--- config.mk ---
export PLATFORM = sky130hd
export DESIGN_NAME = sms_mode_supervisor
export DESIGN_NICKNAME = d
export VERILOG_FILES = /design/src/hw/sms_pkg.sv /design/src/hw/sms_spike_filter.sv /design/src/hw/sms_mode_supervisor.sv
export SDC_FILE = /design/constraint.sdc
export NUM_CORES = 1
export LEC_CHECK = 0
export BUFFER_PORTS_ARGS = -buffer_cell sky130_fd_sc_hd__buf_2
export CAP_MARGIN = 0
export CORE_MARGIN = 3
export CORE_UTILIZATION = 58
export DETAILED_ROUTE_END_ITERATION = 10
export PLACE_DENSITY = 0.9
export SETUP_SLACK_MARGIN = 0.3
export SLEW_MARGIN = 20
export SYNTH_ARGS = -nofsm -noshare
export SYNTH_HDL_FRONTEND = slang
export SYNTH_SLANG_ARGS = --single-unit
--- constraint.sdc ---
create_clock -name clk -period 2.95 [get_ports clk]
set_clock_uncertainty 0.1 [all_clocks]
set_input_delay 0.4425 -clock clk [delete_from_list [all_inputs] [get_ports clk]]
set_output_delay 0.4425 -clock clk [all_outputs]
set_load 0.02 [all_outputs]
--- src/hw/sms_pkg.sv ---
// Constants, types and timing for the power-supply mode supervisor.
// Assumes a single 25 MHz clock and comparator decisions made outside.
// How it works
// - 20ms blanking before burst or restart
// - After blanking, release clamp, await pin 4.0V
// - Restart only after further 8.0us filter
// - Blanking timer disabled during soft start
// - Burst fixed blanking; restart adds extension
// - Counter zero normally, counts below 1.35V
// - Burst entry sets flag, bias off
// - Startup cell off during burst
// - Above 3.61V in burst: bias, pulses
// - Burst selects reduced 0.31V current limit
// - At 3.0V in burst: bias off
// - Above 4.5V leaves burst, full limit
// - Fault classes map to latch or restart
// - Latch clears only below 6.23V supply
// - Overvoltage needs supply 24V and feedback 4.5V
// - Latched: startup cell hysteresis, never switching
// - Overtemperature enters latched-off state
// - Thermal and overvoltage pass 8.0us filter
// - Full limit 1.06V; above 1.66V latches
// - External latch ignored 1ms after startup
// - Steep current slope selects earlier threshold
// - Restart blanking starts above 4.5V feedback
// - Short-circuit decision passes 190ns filter
// - Restart retries startup with switching unless thermal or overvoltage latches
package sms_pkg;

  localparam int CLK_HZ          = 25_000_000;
  localparam int CLK_PERIOD_NS   = 40;

  localparam int BLANK_TIME_MS   = 20;
  localparam int LATCH_IGN_MS    = 1;
  localparam int SPIKE_TIME_NS   = 8000;
  localparam int SHORT_FILT_NS   = 190;

  // Exact multiples of the period; filters are least times, so they round up
  localparam int BLANK_CYC_DEF   = BLANK_TIME_MS * (CLK_HZ / 1000);
  localparam int LATCH_IGN_DEF   = LATCH_IGN_MS * (CLK_HZ / 1000);
  localparam int SPIKE_CYC       = (SPIKE_TIME_NS + CLK_PERIOD_NS - 1) / CLK_PERIOD_NS;
  localparam int SHORT_CYC       = (SHORT_FILT_NS + CLK_PERIOD_NS - 1) / CLK_PERIOD_NS;

  localparam int CNT_W           = 20;
  localparam int FILT_W          = 8;
  localparam int ADDR_W          = 8;
  localparam int DATA_W          = 32;

  localparam logic [ADDR_W-1:0] CTRL_ADDR   = 8'h00;
  localparam logic [ADDR_W-1:0] STATUS_ADDR = 8'h04;
  localparam logic [ADDR_W-1:0] CAUSE_ADDR  = 8'h08;

  localparam int CTRL_EXT_LATCH_BIT = 0;
  localparam int CTRL_SLOPE_COMP_BIT = 1;
  localparam logic [1:0] CTRL_RESET = 2'h3;

  typedef enum logic [1:0] {
    SMS_NORMAL,
    SMS_BURST,
    SMS_RESTART,
    SMS_LATCHED
  } sms_mode_t;

  // Current-limit comparator selection driven to the analog section
  typedef enum logic [1:0] {
    SMS_LIM_FULL,
    SMS_LIM_COMP,
    SMS_LIM_BURST
  } sms_lim_t;

  typedef struct packed {
    logic fbBelowBurst;     // feedback_level_comparator, below 1.35V
    logic fbAboveLimit;     // feedback_level_comparator, above 4.5V
    logic fbAboveWake;      // burst_wake_comparator, above 3.61V
    logic fbBelowSleep;     // burst_sleep_comparator, at or below 3.0V
    logic blankPinHigh;     // blank_pin_high_comparator, above 4.0V
    logic blankPinLatchLow; // blanking_pin below 0.1V
    logic vccAboveOvp;      // supply_overvoltage_comparator, above 24V
    logic vccBelowUvlo;     // supply below 10.5V
    logic vccAboveOn;       // supply above 18V
    logic vccBelowReset;    // supply below 6.23V
    logic overTemp;         // above thermal_shutdown_threshold
    logic shortCircuit;     // short_circuit_comparator, above 1.66V
    logic csSlopeSteep;     // current-sense slope detector
  } sms_cmp_t;

  typedef struct packed {
    logic     pwmEnable;
    logic     biasOn;
    logic     startCellOn;
    logic     blankClampOn;
    logic     burstFlag;
    logic     restartActive;
    logic     latchedOff;
    sms_lim_t limitSel;
  } sms_drive_t;

  typedef struct packed {
    logic ovp;
    logic overTemp;
    logic shortCircuit;
    logic extLatch;
  } sms_cause_t;

endpackage : sms_pkg

--- src/hw/sms_spike_filter.sv ---
// Spike filter: output rises once the input has stood high for CYC clocks.
// Assumes a synchronised input on the same clock; output falls at once.
`timescale 1ns/1ns
`default_nettype none
module sms_spike_filter #(
  parameter int CYC = 1
) (
  input  wire logic clk,
  input  wire logic nrst,
  input  wire logic ce,
  input  wire logic din,
  output var  logic dout
);
  import sms_pkg::*;

  localparam logic [FILT_W-1:0] LIM = FILT_W'(CYC);

  logic [FILT_W-1:0] cnt_ff;
  logic [FILT_W-1:0] nxt_cnt;
  wire               reached = (cnt_ff == LIM);

  assign nxt_cnt = !din ? '0 : (reached ? cnt_ff : cnt_ff + 8'h01);

  always_ff @(posedge clk or negedge nrst) begin
    if (!nrst) begin
      cnt_ff <= '0;
      dout   <= 1'b0;
    end else if (ce) begin
      cnt_ff <= nxt_cnt;
      dout   <= din && (nxt_cnt == LIM);
    end
  end

endmodule : sms_spike_filter
`default_nettype wire

--- src/hw/sms_mode_supervisor.sv ---
// Control-unit state logic: normal, burst, auto restart and latched off.
// Assumes comparator decisions arrive unsynchronised; softStartActive comes
// from the soft-start counter on this clock. Registers on a plain port.
`timescale 1ns/1ns
`default_nettype none
module sms_mode_supervisor #(
  parameter int BLANK_CYC     = sms_pkg::BLANK_CYC_DEF,
  parameter int LATCH_IGN_CYC = sms_pkg::LATCH_IGN_DEF
) (
  input  wire logic                      clk,
  input  wire logic                      nrst,
  input  wire logic                      ce,
  input  wire sms_pkg::sms_cmp_t         cmpIn,
  input  wire logic                      softStartActive,
  input  wire logic [sms_pkg::ADDR_W-1:0] regAddr,
  input  wire logic [sms_pkg::DATA_W-1:0] regWdata,
  input  wire logic                      regWr,
  input  wire logic                      regRd,
  output var  logic [sms_pkg::DATA_W-1:0] regRdata,
  output var  sms_pkg::sms_drive_t       drive
);
  import sms_pkg::*;

  localparam logic [CNT_W-1:0] BLANK_LIM = CNT_W'(BLANK_CYC);
  localparam logic [CNT_W-1:0] IGN_LIM   = CNT_W'(LATCH_IGN_CYC);

  function automatic logic [CNT_W-1:0] satInc(input logic [CNT_W-1:0] v,
                                              input logic [CNT_W-1:0] lim);
    satInc = (v == lim) ? v : v + 20'h0_0001;
  endfunction : satInc

  // Synchroniser; only the second stage is read by any logic
  sms_cmp_t cmpMeta_ff;
  sms_cmp_t cmp_ff;

  always_ff @(posedge clk or negedge nrst) begin
    if (!nrst) begin
      cmpMeta_ff <= '0;
      cmp_ff     <= '0;
    end else if (ce) begin
      cmpMeta_ff <= cmpIn;
      cmp_ff     <= cmpMeta_ff;
    end
  end

  // State
  sms_mode_t         mode_ff;
  sms_mode_t         nxtMode;
  logic [CNT_W-1:0]  blankCnt_ff;
  logic [CNT_W-1:0]  nxt_blankCnt;
  logic              blankHigh_ff;
  logic              nxt_blankHigh;
  logic [CNT_W-1:0]  ignCnt_ff;
  logic [CNT_W-1:0]  nxt_ignCnt;
  logic              awake_ff;
  logic              nxt_awake;
  logic              cell_ff;
  logic              nxt_cell;
  logic [1:0]        ctrl_ff;
  sms_cause_t        cause_ff;
  sms_cause_t        nxt_cause;
  logic [3:0]        restarts_ff;
  sms_drive_t        nxt_drive;
  logic [DATA_W-1:0] nxt_rdata;

  // Filtered fault decisions
  logic ovpFilt;
  logic otFilt;
  logic scFilt;
  logic restartTrig;

  wire running    = (mode_ff == SMS_NORMAL) || (mode_ff == SMS_BURST);
  wire ovpRaw     = cmp_ff.vccAboveOvp && cmp_ff.fbAboveLimit;
  wire latchArmed = (ignCnt_ff == IGN_LIM);
  wire extLatch   = running && latchArmed && ctrl_ff[CTRL_EXT_LATCH_BIT]
                    && cmp_ff.blankPinLatchLow;
  wire latchFault = ovpFilt || otFilt || scFilt || extLatch;

  // Blanking runs only in normal operation and never during soft start
  wire blankLow   = cmp_ff.fbBelowBurst;
  wire blankHigh  = cmp_ff.fbAboveLimit;
  wire blankRun   = (mode_ff == SMS_NORMAL) && !softStartActive
                    && (blankLow || blankHigh);
  // A change of direction restarts the interval from zero
  wire blankFlip  = blankRun && (blankHigh != blankHigh_ff);
  wire blankDone  = (blankCnt_ff == BLANK_LIM);
  wire burstEntry = blankDone && blankLow && !blankHigh_ff;
  wire clampOpen  = blankDone && blankHigh && blankHigh_ff;
  // Gate combines released clamp, charged pin and persisting overload
  wire restartGate = clampOpen && cmp_ff.blankPinHigh;

  assign nxt_blankCnt  = (!blankRun || blankFlip) ? '0 : satInc(blankCnt_ff, BLANK_LIM);
  assign nxt_blankHigh = blankRun ? blankHigh : 1'b0;

  sms_spike_filter #(
    .CYC (SPIKE_CYC)
  ) uOvpFilt (
    .clk  (clk),
    .nrst (nrst),
    .ce   (ce),
    .din  (ovpRaw),
    .dout (ovpFilt)
  );

  sms_spike_filter #(
    .CYC (SPIKE_CYC)
  ) uOtFilt (
    .clk  (clk),
    .nrst (nrst),
    .ce   (ce),
    .din  (cmp_ff.overTemp),
    .dout (otFilt)
  );

  sms_spike_filter #(
    .CYC (SHORT_CYC)
  ) uScFilt (
    .clk  (clk),
    .nrst (nrst),
    .ce   (ce),
    .din  (cmp_ff.shortCircuit && running),
    .dout (scFilt)
  );

  sms_spike_filter #(
    .CYC (SPIKE_CYC)
  ) uRestartFilt (
    .clk  (clk),
    .nrst (nrst),
    .ce   (ce),
    .din  (restartGate),
    .dout (restartTrig)
  );

  // Mode sequencing; latch faults outrank every other transition
  always_comb begin
    nxtMode = mode_ff;
    unique case (mode_ff)
      SMS_NORMAL: begin
        if (latchFault) begin
          nxtMode = SMS_LATCHED;
        end else if (cmp_ff.vccBelowUvlo || restartTrig) begin
          nxtMode = SMS_RESTART;
        end else if (burstEntry) begin
          nxtMode = SMS_BURST;
        end
      end
      SMS_BURST: begin
        if (latchFault) begin
          nxtMode = SMS_LATCHED;
        end else if (cmp_ff.vccBelowUvlo) begin
          nxtMode = SMS_RESTART;
        end else if (cmp_ff.fbAboveLimit) begin
          nxtMode = SMS_NORMAL;
        end
      end
      SMS_RESTART: begin
        if (otFilt || ovpFilt) begin
          nxtMode = SMS_LATCHED;
        end else if (cmp_ff.vccAboveOn) begin
          // Fresh startup with switching; conditions are rechecked there
          nxtMode = SMS_NORMAL;
        end
      end
      SMS_LATCHED: begin
        if (cmp_ff.vccBelowReset) begin
          nxtMode = SMS_RESTART;
        end
      end
    endcase
  end

  // Burst wake and sleep; entry starts asleep so the bias drops at once
  assign nxt_awake = (nxtMode != SMS_BURST || mode_ff != SMS_BURST) ? 1'b0 :
                     cmp_ff.fbAboveWake  ? 1'b1 :
                     cmp_ff.fbBelowSleep ? 1'b0 :
                     awake_ff;

  // Supply hysteresis for the startup cell: on below 10.5V, off above 18V
  assign nxt_cell = cmp_ff.vccBelowUvlo ? 1'b1 :
                    cmp_ff.vccAboveOn   ? 1'b0 :
                    cell_ff;

  // External latch blanking restarts with every startup phase
  assign nxt_ignCnt = running ? satInc(ignCnt_ff, IGN_LIM) : '0;

  // Fault cause is caught on latch entry and survives until latch release
  assign nxt_cause = (mode_ff == SMS_LATCHED) ?
                       (nxtMode == SMS_RESTART ? '0 : cause_ff) :
                     (nxtMode == SMS_LATCHED) ?
                       sms_cause_t'{ovp: ovpFilt, overTemp: otFilt,
                                    shortCircuit: scFilt, extLatch: extLatch} :
                       cause_ff;

  // Output decode from the next mode, so drive and mode change together
  wire nxtRun     = (nxtMode == SMS_NORMAL) || (nxtMode == SMS_BURST && nxt_awake);
  wire nxtOffMode = (nxtMode == SMS_RESTART) || (nxtMode == SMS_LATCHED);

  assign nxt_drive.pwmEnable     = nxtRun;
  assign nxt_drive.biasOn        = nxtRun;
  assign nxt_drive.startCellOn   = nxtOffMode && nxt_cell;
  assign nxt_drive.blankClampOn  = !(clampOpen && nxtMode == SMS_NORMAL);
  assign nxt_drive.burstFlag     = (nxtMode == SMS_BURST);
  assign nxt_drive.restartActive = (nxtMode == SMS_RESTART);
  assign nxt_drive.latchedOff    = (nxtMode == SMS_LATCHED);
  assign nxt_drive.limitSel      = (nxtMode == SMS_BURST) ? SMS_LIM_BURST :
                                   (ctrl_ff[CTRL_SLOPE_COMP_BIT] && cmp_ff.csSlopeSteep) ?
                                   SMS_LIM_COMP : SMS_LIM_FULL;

  always_ff @(posedge clk or negedge nrst) begin
    if (!nrst) begin
      mode_ff      <= SMS_RESTART;
      blankCnt_ff  <= '0;
      blankHigh_ff <= 1'b0;
      ignCnt_ff    <= '0;
      awake_ff     <= 1'b0;
      cell_ff      <= 1'b1;
      cause_ff     <= '0;
    end else if (ce) begin
      mode_ff      <= nxtMode;
      blankCnt_ff  <= nxt_blankCnt;
      blankHigh_ff <= nxt_blankHigh;
      ignCnt_ff    <= nxt_ignCnt;
      awake_ff     <= nxt_awake;
      cell_ff      <= nxt_cell;
      cause_ff     <= nxt_cause;
    end
  end

  // Restart attempts since the last latch release, saturating
  always_ff @(posedge clk or negedge nrst) begin
    if (!nrst) begin
      restarts_ff <= '0;
    end else if (ce) begin
      if (mode_ff == SMS_LATCHED) begin
        restarts_ff <= '0;
      end else if (mode_ff == SMS_RESTART && nxtMode == SMS_NORMAL && restarts_ff != 4'hf) begin
        restarts_ff <= restarts_ff + 4'h1;
      end
    end
  end

  always_ff @(posedge clk or negedge nrst) begin
    if (!nrst) begin
      drive <= sms_drive_t'{pwmEnable: 1'b0, biasOn: 1'b0, startCellOn: 1'b1,
                            blankClampOn: 1'b1, burstFlag: 1'b0,
                            restartActive: 1'b1, latchedOff: 1'b0,
                            limitSel: SMS_LIM_FULL};
    end else if (ce) begin
      drive <= nxt_drive;
    end
  end

  // Register port: control write, status and cause read
  wire ctrlHit   = (regAddr == CTRL_ADDR);
  wire statusHit = (regAddr == STATUS_ADDR);
  wire causeHit  = (regAddr == CAUSE_ADDR);

  wire [DATA_W-1:0] statusWord = {{(DATA_W-16){1'b0}},
                                  restarts_ff,
                                  latchArmed,
                                  drive.startCellOn,
                                  drive.blankClampOn,
                                  awake_ff,
                                  drive.latchedOff,
                                  drive.restartActive,
                                  drive.burstFlag,
                                  drive.pwmEnable,
                                  drive.limitSel,
                                  mode_ff};

  assign nxt_rdata = !regRd    ? '0 :
                     ctrlHit   ? {{(DATA_W-2){1'b0}}, ctrl_ff} :
                     statusHit ? statusWord :
                     causeHit  ? {{(DATA_W-4){1'b0}}, cause_ff} :
                     '0;

  always_ff @(posedge clk or negedge nrst) begin
    if (!nrst) begin
      ctrl_ff  <= CTRL_RESET;
      regRdata <= '0;
    end else if (ce) begin
      if (regWr && ctrlHit) begin
        ctrl_ff <= regWdata[1:0];
      end
      regRdata <= nxt_rdata;
    end
  end

endmodule : sms_mode_supervisor
`default_nettype wire

==> run metrics, run 1 <==
TritonCTS clock tree built; status complete, but fails checks; via/cell ratio between 6 and 7; DR WL/cell 16.7 um; Fin Hold WS -0.0261 ns; largest net degree at the start of global routing between 80 and 90; required time of the critical path approximately 3.1 ns; die area 14200 um^2; r2r worst-path depth 5; Max VDD drop a little under 0.4 mV; CTS Buf Count 17; final setup fails 0; Power Density 643 nW/um^2; core box area approximately 12000 um^2; starting density of the core 0.608; share of power burned in registers 0.427; total number of vias slightly below 6000; critical path arrival 2.71 ns; # port buffers 53; Logic pwr share 0.172; clock network power share 0.401; setup TNS 0 ns; first-pass GRT wire length 27.8 mm; Worst slew margin 0.474; mux contribution to synthesized area 0.0604; Routed Wire Length approximately 17 mm; largest family of logic cells by synthesized area simple AND/OR/NAND/NOR gates; worst skew pair latency 0.42 ns; most common cell in the netlist dfrtp_1; critical path class register to register; all-layer global routing usage 0.240; minimum clock period between 2 and 3 ns; n_diodes 0; H-tree Lvls 4; Rows 40; fraction of the mapped netlist area in adder cells 0.0232; Synth top area share 0.447; Compound-Gate Fraction of Synth Area 0.130; Nets between 800 and 900; Post-CTS Setup Bufs 0; failing checks hold timing; Num Clock Sinks 140; Synth async-reset ratio 1.00; Yosys reg bits 140; unrepaired setup endpoints after global routing no; Syn Area/Cell just under 10 um^2; antenna-violating nets left 0; die height between 100 and 150 um; Simple-Gate Fraction of Synth Area 0.205; Area Growth Syn to Fin 13.2%; share of cells above drive strength 1 0.173; R2R Path Start ignCnt_ff[16]; first-pass iteration count of the detailed router 5; Final Power 5.43 mW; largest cells by area after synthesis dfrtp_1 (45%), mux2_2 (4.8%), o21ai_0 (3.5%); design area 8440 um^2; Post-Synthesis Cells 760; Final Wtd Congestion about 0.86; commonest cells in the netlist dfrtp_1 (133), nand2_1 (66), nor2_1 (57); post-synthesis sequential area ratio 0.471; HPWL Detailed approximately 11 mm; crit start category register; worst min path class input port to async pin; Critical Path End ignCnt_ff[2]; Hold-fix buffers, CTS 0; Clock transition at path regs about 0.060 ns; top achievable clock speed 394 MHz; Sw Share 0.286; Root Buffer clkbuf_16; vias in the first global route 5682; Clock Path Buffers 2; # fillers just under 900; CP endpoint kind register; Period Utilization, post-route 0.860; cell taking the most area after synthesis dfrtp_1; worst-path fanout max 10; Worst Tran Pin Value a little under 0.8 ns; die width 119 um; initial antenna violation count 0; Max Slew Vio Count 0; internal power a little under 4 mW; FF-to-FF setup slack 0.41 ns; Psw between 1.5 and 2 mW; Fin. Hold Viols 19; yosys warns 0; R2R Path End ignCnt_ff[2]; max_cap viols 0; XOR/XNOR Fraction of Synth Area 0.0576; I/O pins 100; Layout Utilization 0.688; Post-synth top flop dfrtp_1; Synth Cell Area ~7500 um^2; DRC viols 0; total gr overflow 0; area post-placement a little under 8000 um^2; synth unique cells between 60 and 70; Post-synth EDFFs 0; Pleak ~3.7 nW; critical path startpoint ignCnt_ff[16]; initial DRC count between 500 and 600
==> worst max-delay path, cell delays in order, from the launching register on <==
cell      delay (ns)
dfrtp_1         0.42
or4_1           0.57
or2_4           0.30
o31ai_2         0.57
nand2b_1        0.26
o21ai_0         0.15
==> logic make-up after synthesis <==
family | after synthesis
simple gates | 289
compound gates | 140
flops | 140
buf+inv | 86
xor+xnor | 49
mux | 41
fa+ha+maj | 14
other cells | 1
==> stage by stage <==
step                worst slack (ns)  instances  hold slack (ns)
global placement               0.400        956            0.364
finish                         0.414        988          -0.0261
detailed placement             0.323        956            0.381
CTS                            0.422        988          0.00323
floorplan                      0.761        775           0.0469
global route                   0.309        988           0.0138
==> area by class of cell <==
class                      count  area (um^2)  share of cell area
multi-input combinational    549         3610               0.428
sequential                   140         3510               0.416
clock buffer                  27          533              0.0631
timing repair buffer          64          367              0.0434
tap                          168          210              0.0249
inverter                      35          131              0.0156
clock inverter                 5         77.6             0.00919
==> layer usage <==
layer / wire, um / share of wire / vias up / GRT usage
li1: - / - / 2795 / -
met1: 7410 / 0.45 / 2915 / 0.323
met2: 7920 / 0.48 / 208 / 0.379
met3: 868 / 0.053 / 38 / 0.0584
met4: 324 / 0.020 / 0 / 0.0873
met5: 0 / 0 / - / 0
==> registers in the layout, summed over array words and instances (netlist names), 2 cells and up <==
name	cells
cmpMeta_ff	13
restarts_ff	4
drive	7
cause_ff	4
blankCnt_ff	20
uScFilt.cnt_ff	8
regRdata	16
cmp_ff	11
ctrl_ff	2
uOtFilt.cnt_ff	8
uRestartFilt.cnt_ff	8
ignCnt_ff	20
uOvpFilt.cnt_ff	8
mode_ff	2
==> power by group through the flow <==
stage / logic [mW] / clock network, mW / registers, mW
finish: 0.933 / 2.18 / 2.32
global route: 1.04 / 2.29 / 2.35
CTS: 0.931 / 2.20 / 2.31
detailed placement: 0.920 / 0 / 2.34
global placement: 0.894 / 0 / 2.33
floorplan: 0.697 / 0 / 2.29
==> cells in the final DEF, fill, tap and decap left out, drive strengths merged, types with 6 or more instances in the layout <==
cell type and instances:
and3 21, dfrtp 133, and4 7, nand3b 7
nand3 43, and2 7, a21oi 11, nor2b 8
xnor2 28, dfstp 7, nand4 10, xor2 21
buf 64, mux2 32, o2bb2ai 9, a22o 16
mux2i 9, nand2 66, o21ai 53, o31ai 18
inv 35, conb 16, nor3 26, nor2 57
ha 13, a31oi 6, clkbuf 27
==> how the worst min path moves through the flow <==
| stage | depth (start not counted) | end | slack (ns) | start |
|---|---|---|---|---|
| 2_1_floorplan | 0 | awake_ff | 0.05 | nrst |
| 3_3_place_gp | 2 | cmp_ff[9] | 0.36 | cmpMeta_ff[9] |
| 3_5_place_dp | 1 | drive[3] | 0.38 | drive[3] |
| 4_1_cts | 1 | uScFilt.cnt_ff[6] | 0.003 | nrst |
| 5_1_grt | 1 | ignCnt_ff[2] | 0.01 | nrst |
| 6_report | 1 | ignCnt_ff[2] | -0.03 | nrst |
==> repair_timing <==
action,in CTS,in global routing
resized for setup,0,2
setup endpoints to repair,0,4
hold endpoints to repair,0,0
(Power assumes the default switching activity.)
==> run 2: changes to the inputs <==
Settings changed: BUFFER_PORTS_ARGS -buffer_cell sky130_fd_sc_hd__buf_2 to not set, CORE_UTILIZATION 58 to 64, CTS_BUF_LIST set to sky130_fd_sc_hd__clkbuf_4, CTS_CLUSTER_DIAMETER set to 200, DONT_BUFFER_PORTS set to 1.
==> run 2 against run 1 <==
  * The flow still finishes with violations (hold timing)
  * Sequential power rose by 3%
  * Sequential share of layout area rose by 2.1 points
  * Critical path depth up 3
  * Cell count is 6.7% lower
  * Utilization rose by 3.4 points
  * Global-route usage grew 2.1 points
  * Total power is 14% lower
  * Critical endpoint is now uRestartFilt.dout
==> run metrics, run 2 (same netlist as run 1, synthesis figures left out) <==
Power Density 583 nW/um^2 (-9.4%); R2R Path Start uRestartFilt.cnt_ff[0]; share of cells above drive strength 1 0.110 (-0.0632); worst min path class input port to async pin; critical path arrival 2.83 ns (+0.12 ns); Max Slew Vio Count 0 (unchanged); worst path bufs/invs 1 (+1); die area 13000 um^2 (-8.9%); Critical-path top delay cell nor4_2; first-pass iteration count of the detailed router 5 (unchanged); total number of vias 5791 (-2.8%); setup TNS 0 ns (unchanged); failing checks hold timing; Worst Tran Pin Value 0.737 ns (-0.0456 ns); unrepaired setup endpoints after global routing no; starting density of the core 0.670 (+0.0621); Routed Wire Length 15.9 mm (-3.5%); pre-CTS setup slack 0.498 ns (+0.175 ns); max_cap viols 0 (unchanged); Pleak 3.42 nW (-7.9%); total gr overflow 0 (unchanged); critical path class register to register; Final Wtd Congestion 0.875 (+2.1%); Worst path top cell family by delay simple AND/OR/NAND/NOR gates; Clock transition at path regs 0.11 ns (+0.05 ns); first-pass GRT wire length 27.2 mm (-2.1%); Max VDD drop 0.526 mV (+37%); max incr delay on CP 0.56 ns (about the same); Num Clock Sinks 140 (unchanged); DRC viols 0 (unchanged); Hold-fix buffers, CTS 18 (+18); all-layer global routing usage 0.261 (+0.0212); CP Cell Sequence inv_1, ha_1, nand3b_1, nor4_2, mux2i_1, nand3_1, a221o_1, o31ai_1; DR WL/cell 17.3 um (+3.4%); TritonCTS clock tree built; Worst slew margin 0.505 (+0.0307); worst skew pair latency 0.55 ns (+0.13 ns); crit start category register; CP endpoint kind register; core box area 11100 um^2 (-9.3%); initial DRC count 528 (-3.8%); critical path startpoint uRestartFilt.cnt_ff[0]; I/O pins 100 (unchanged); # fillers 741 (-16%); most common cell after layout, fill and taps aside dfrtp_1; design area 8040 um^2 (-4.8%); Clock Path Buffers 2 (unchanged); largest net degree at the start of global routing 141 (+72%); CTS Buf Count 17 (unchanged); worst-path fanout max 8 (-2); antenna-violating nets left 0 (unchanged); Nets 841 (-4.3%); Fin. Hold Viols 140 (+121); H-tree Lvls 4 (unchanged); HPWL Detailed 10.6 mm (-4.4%); area post-placement 7480 um^2 (-4.4%); minimum clock period 2.48 ns (-0.0603 ns); die height 114 um (-4.6%); status complete, but fails checks; vias in the first global route 5745 (+1.1%); Fin Hold WS -0.521 ns (-0.495 ns); # port buffers 0 (-100%); Root Buffer clkbuf_4; via/cell ratio 6.28 (+4.2%); final setup fails 0 (unchanged); top flop regs blankCnt_ff: 20 flops, ignCnt_ff: 20 flops, regRdata: 16 flops; top achievable clock speed 404 MHz (+2.4%); initial antenna violation count 0 (unchanged); Period Utilization, post-route 0.839 (-0.0205); Rows 38 (-5.0%); die width 114 um (-4.6%); Area Growth Syn to Fin 7.81%; n_diodes 0 (unchanged); final worst setup slack 0.474 ns (+0.0603 ns); required time of the critical path 3.31 ns (+0.19 ns); commonest cells after routing, fill and taps aside dfrtp_1 (133), nand2_1 (66), nor2_1 (57), o21ai_0 (52), nand3_1 (43)
-- run 2: path summary, 6_finish.rpt --
path | cells past startpoint | slack (ns) | end
worst min-delay path | 0 | -0.52 | blankCnt_ff[19]
min in group clk | 3 | 0.04 | uScFilt.cnt_ff[6]
worst max-delay path | 8 | 0.47 | uRestartFilt.dout
worst max register to register | 8 | 0.47 | uRestartFilt.dout
worst min register to register | 2 | 0.42 | cmp_ff[9]
max in group asynchronous | 0 | 2.98 | cell_ff
-- run 2: metal layers --
metal  vias up  wire (um)  global-route usage
met5         -          0                   0
met3        34       1010              0.0653
li1       2705          -                   -
met1      2827       6780               0.331
met2       225       7880               0.440
met4         0        281              0.0855
-- run 2: layout make-up --
cell class	count	area [um^2]	share of cell area
timing repair buffer	26	258	0.0321
clock buffer	17	128	0.0159
sequential	140	3510	0.437
inverter	35	131	0.0164
clock inverter	15	226	0.0282
tap	140	175	0.0218
multi-input combinational	549	3600	0.449
-- run 2: stage by stage --
step,util,std cells,hold WS [ns],power (mW)
after global routing,0.722,922,-0.588,4.91
after floorplan,-,775,0.0469,2.99
final,0.722,922,-0.521,4.68
after CTS,0.722,922,-0.565,4.69
after detailed placement,0.673,872,0.0513,3.16
after global placement,0.673,872,0.0513,3.09
-- run 2: where the power goes --
part	leakage [nW]	total, mW	switching [mW]	internal, mW
Sequential	1.84	2.38	0.281	2.10
Clock	0.184	1.51	0.680	0.827
Combinational	1.39	0.799	0.453	0.346
-- run 2: timing repair --
action	4_1_cts	5_1_grt
hold endpoints to repair	198	140
setup buffers	0	0
resized for setup	0	0
==> run 3: changes to the inputs <==
Settings changed: ABC_AREA set to 1.
Clock period 2.95 ns to 2.6 ns, I/O delays scaled along.
==> run 3 against run 2 <==
  * Total power up 3.5%
  * Register-to-register slack worse by 0.03 ns
  * Clock power down 7%
  * Maximum frequency up 15%
  * Highest routed layer unchanged
  * Count of clock-buffer cells in the layout up 3
  * Design area up 3.7%
  * The flow still finishes with violations (hold timing)
==> run metrics, run 3 <==
synth unique cells 46 (-31%); Routed Wire Length 17.0 mm (+6.4%); top flop regs blankCnt_ff: 20 flops, ignCnt_ff: 20 flops, regRdata: 16 flops; Synth top area share 0.430 (-0.0167); final worst setup slack 0.448 ns (-0.0263 ns); total number of vias 6629 (+14%); required time of the critical path 2.96 ns (-0.35 ns); core box area 11600 um^2 (+4.4%); initial antenna violation count 0 (unchanged); # port buffers 0 (unchanged); CTS Buf Count 17 (unchanged); post-synthesis sequential area ratio 0.454 (-0.0176); Layout Utilization 0.717 (-0.00481); Fin. Hold Viols 140 (unchanged); R2R Path Start ignCnt_ff[0]; worst skew pair latency 0.56 ns (about the same); critical path class register to register; r2r worst-path depth 13 (+5); most common cell in the netlist nand2_1; first-pass iteration count of the detailed router 5 (unchanged); Placed Instances 1081 (+24%); Max Slew Vio Count 0 (unchanged); max incr delay on CP 0.43 ns (-0.13 ns); status complete, but fails checks; yosys warns 0 (unchanged); vias in the first global route 6047 (+5.3%); Worst path top cell family by delay simple AND/OR/NAND/NOR gates; Period Utilization, post-route 0.828 (-0.0115); first-pass GRT wire length 28.3 mm (+3.8%); cell taking the most area after synthesis dfrtp_1; unrepaired setup endpoints after global routing yes; Yosys reg bits 140 (unchanged); Critical-path top delay cell dfrtp_1; minimum clock period 2.15 ns (-0.324 ns); R2R Path End cause_ff[0]; worst path bufs/invs 1 (unchanged); most common cell after layout, fill and taps aside nand2_1; top achievable clock speed 465 MHz (+15%); critical path arrival 2.51 ns (-0.32 ns); die height 116 um (+1.8%); Post-synth top flop dfrtp_1; die area 13500 um^2 (+3.7%); Synth Cell Area 7740 um^2 (+3.9%); Pleak 3.70 nW (+8.2%); final setup fails 0 (unchanged); Power Density 582 nW/um^2 (-0.22%); Final Wtd Congestion 0.963 (+10%); Final Non-Filler Cells 1136 (+23%); Clock transition at path regs 0.12 ns (about the same); crit start category register; Num Clock Sinks 140 (unchanged); setup TNS 0 ns (unchanged); pre-CTS setup slack 0.423 ns (-0.0756 ns); DRC viols 0 (unchanged); largest cells by area after synthesis dfrtp_1 (43%), nand2_1 (12%), nand3_1 (4.5%); total gr overflow 0 (unchanged); via/cell ratio 5.84 (-7.1%); Area Growth Syn to Fin 7.61%; Nets 1052 (+25%); Post-Synthesis Cells 962 (+27%); I/O pins 100 (unchanged); antenna-violating nets left 0 (unchanged); all-layer global routing usage 0.264 (+0.00295); Worst Tran Pin Value 0.803 ns (+0.0659 ns); DR WL/cell 14.9 um (-14%); H-tree Lvls 4 (unchanged); n_diodes 0 (unchanged); Syn Area/Cell 8.05 um^2 (-18%); TritonCTS clock tree built; worst-path fanout max 4 (-4); FF-to-FF setup slack 0.45 ns (-0.03 ns); Max VDD drop 0.515 mV (-2.1%); share of cells above drive strength 1 0.102 (-0.00826); Fin Hold WS -0.577 ns (-0.0556 ns); Worst slew margin 0.460 (-0.0448); commonest cells after routing, fill and taps aside nand2_1 (248), dfrtp_1 (133), inv_1 (90), nand3_1 (70), o21ai_0 (65); most used cell along the critical path nand2_1; initial DRC count 659 (+25%); HPWL Detailed 11.3 mm (+6.6%); die width 116 um (+1.8%); CP Cell Sequence inv_1, ha_1, nand2_1, nor2_2, nand4_2, nand3_1, nand2_1, nand3_2, nand3_1, nand2_2, nand2_2, nand2_1, nand2_1; Clock Path Buffers 2 (unchanged); commonest cells in the netlist nand2_1 (248), dfrtp_1 (133), inv_1 (91); starting density of the core 0.667 (-0.00326); worst min path class input port to async pin; Root Buffer clkbuf_4; failing checks hold timing; max_cap viols 0 (unchanged); CP endpoint kind register; Post-synth EDFFs 0 (unchanged); largest net degree at the start of global routing 141 (unchanged); Rows 39 (+2.6%); Synth async-reset ratio 1.00 (unchanged)
## run 3: cell count changes in the layout (fill, tap and decap cells not counted), moves of 10 or more
cell and delta:
nand2_1 +182, o21ai_0 +13, and3_1 -21, nand2_2 +10, mux2_2 -30, xnor2_1 -21, nand4_1 +26, inv_1 +55
nand3_1 +27, xor2_1 +13, a22o_1 -16
## run 3: area by class of cell
cell class                 instances  area (um^2)
clock inverter                    12          125
clock buffer                      20          150
timing repair buffer              30          312
tap                              143          179
inverter                         102          383
sequential                       140         3510
multi-input combinational        689         3670
fill                             860         3280
## run 3: power breakdown
| part | switching (mW) | internal [mW] |
|---|---|---|
| combinational | 0.621 | 0.276 |
| sequential | 0.223 | 2.33 |
| clock | 0.800 | 0.597 |
| total | 1.64 | 3.20 |
## run 3: stage by stage
| stage | power, mW | instance area, um^2 |
|---|---|---|
| after floorplan | 3.23 | 7800 |
| after detailed placement | 3.40 | 7780 |
| final | 4.85 | 8330 |
| after CTS | 4.81 | 8270 |
| after global placement | 3.36 | 7780 |
| after global routing | 5.09 | 8330 |
## run 3: per-layer routing
layer  track usage  part of all wire  up-vias
met1         0.358              0.44     3168
met3        0.0611             0.058       25
li1              -                 -     3222
met4        0.0913             0.018        0
met5             0                 0        -
met2         0.420              0.48      214
## run 3: kinds of logic (layout without fill, tap and decap cells)
logic type	count (synthesis)	after routing	share of synthesized area
and+or+nand+nor	486	486	0.289
buffers and inverters	148	164	0.0835
DFF	140	140	0.454
AOI/OAI and AO/OA	131	131	0.103
xor gates and xnor gates	41	41	0.0464
adders and majority gates	13	13	0.0210
muxes	2	2	0.00291
other	1	16	0.000484
## run 3: worst max-delay path by stage
stage	cells after the start	from	slack, ns	to
final	13	ignCnt_ff[0]	0.45	cause_ff[0]
after global routing	12	blankCnt_ff[0]	0.20	uRestartFilt.dout
after CTS	10	ignCnt_ff[0]	0.39	ignCnt_ff[5]
after detailed placement	10	ignCnt_ff[0]	0.42	ignCnt_ff[5]
after global placement	10	ignCnt_ff[0]	0.48	ignCnt_ff[5]
after floorplan	11	blankCnt_ff[0]	0.72	blankCnt_ff[1]
## run 3: worst reg2reg max path: stages, from the launching register on
cell     delay, ns
dfrtp_1       0.43
inv_1         0.14
ha_1          0.16
nand2_1       0.11
nor2_2        0.15
nand4_2       0.17
nand3_1       0.12
nand2_1       0.08
nand3_2       0.11
nand3_1       0.16
nand2_2       0.11
nand2_2       0.07
nand2_1       0.06
nand2_1       0.05
## run 3: what timing repair did
action / 4_1_cts / 5_1_grt
gates resized for setup: 0 / 8
endpoints found under the hold margin: 200 / 144
endpoints found under the setup margin: 0 / 26
setup buffers: 0 / 2
hold buffers: 20 / 1
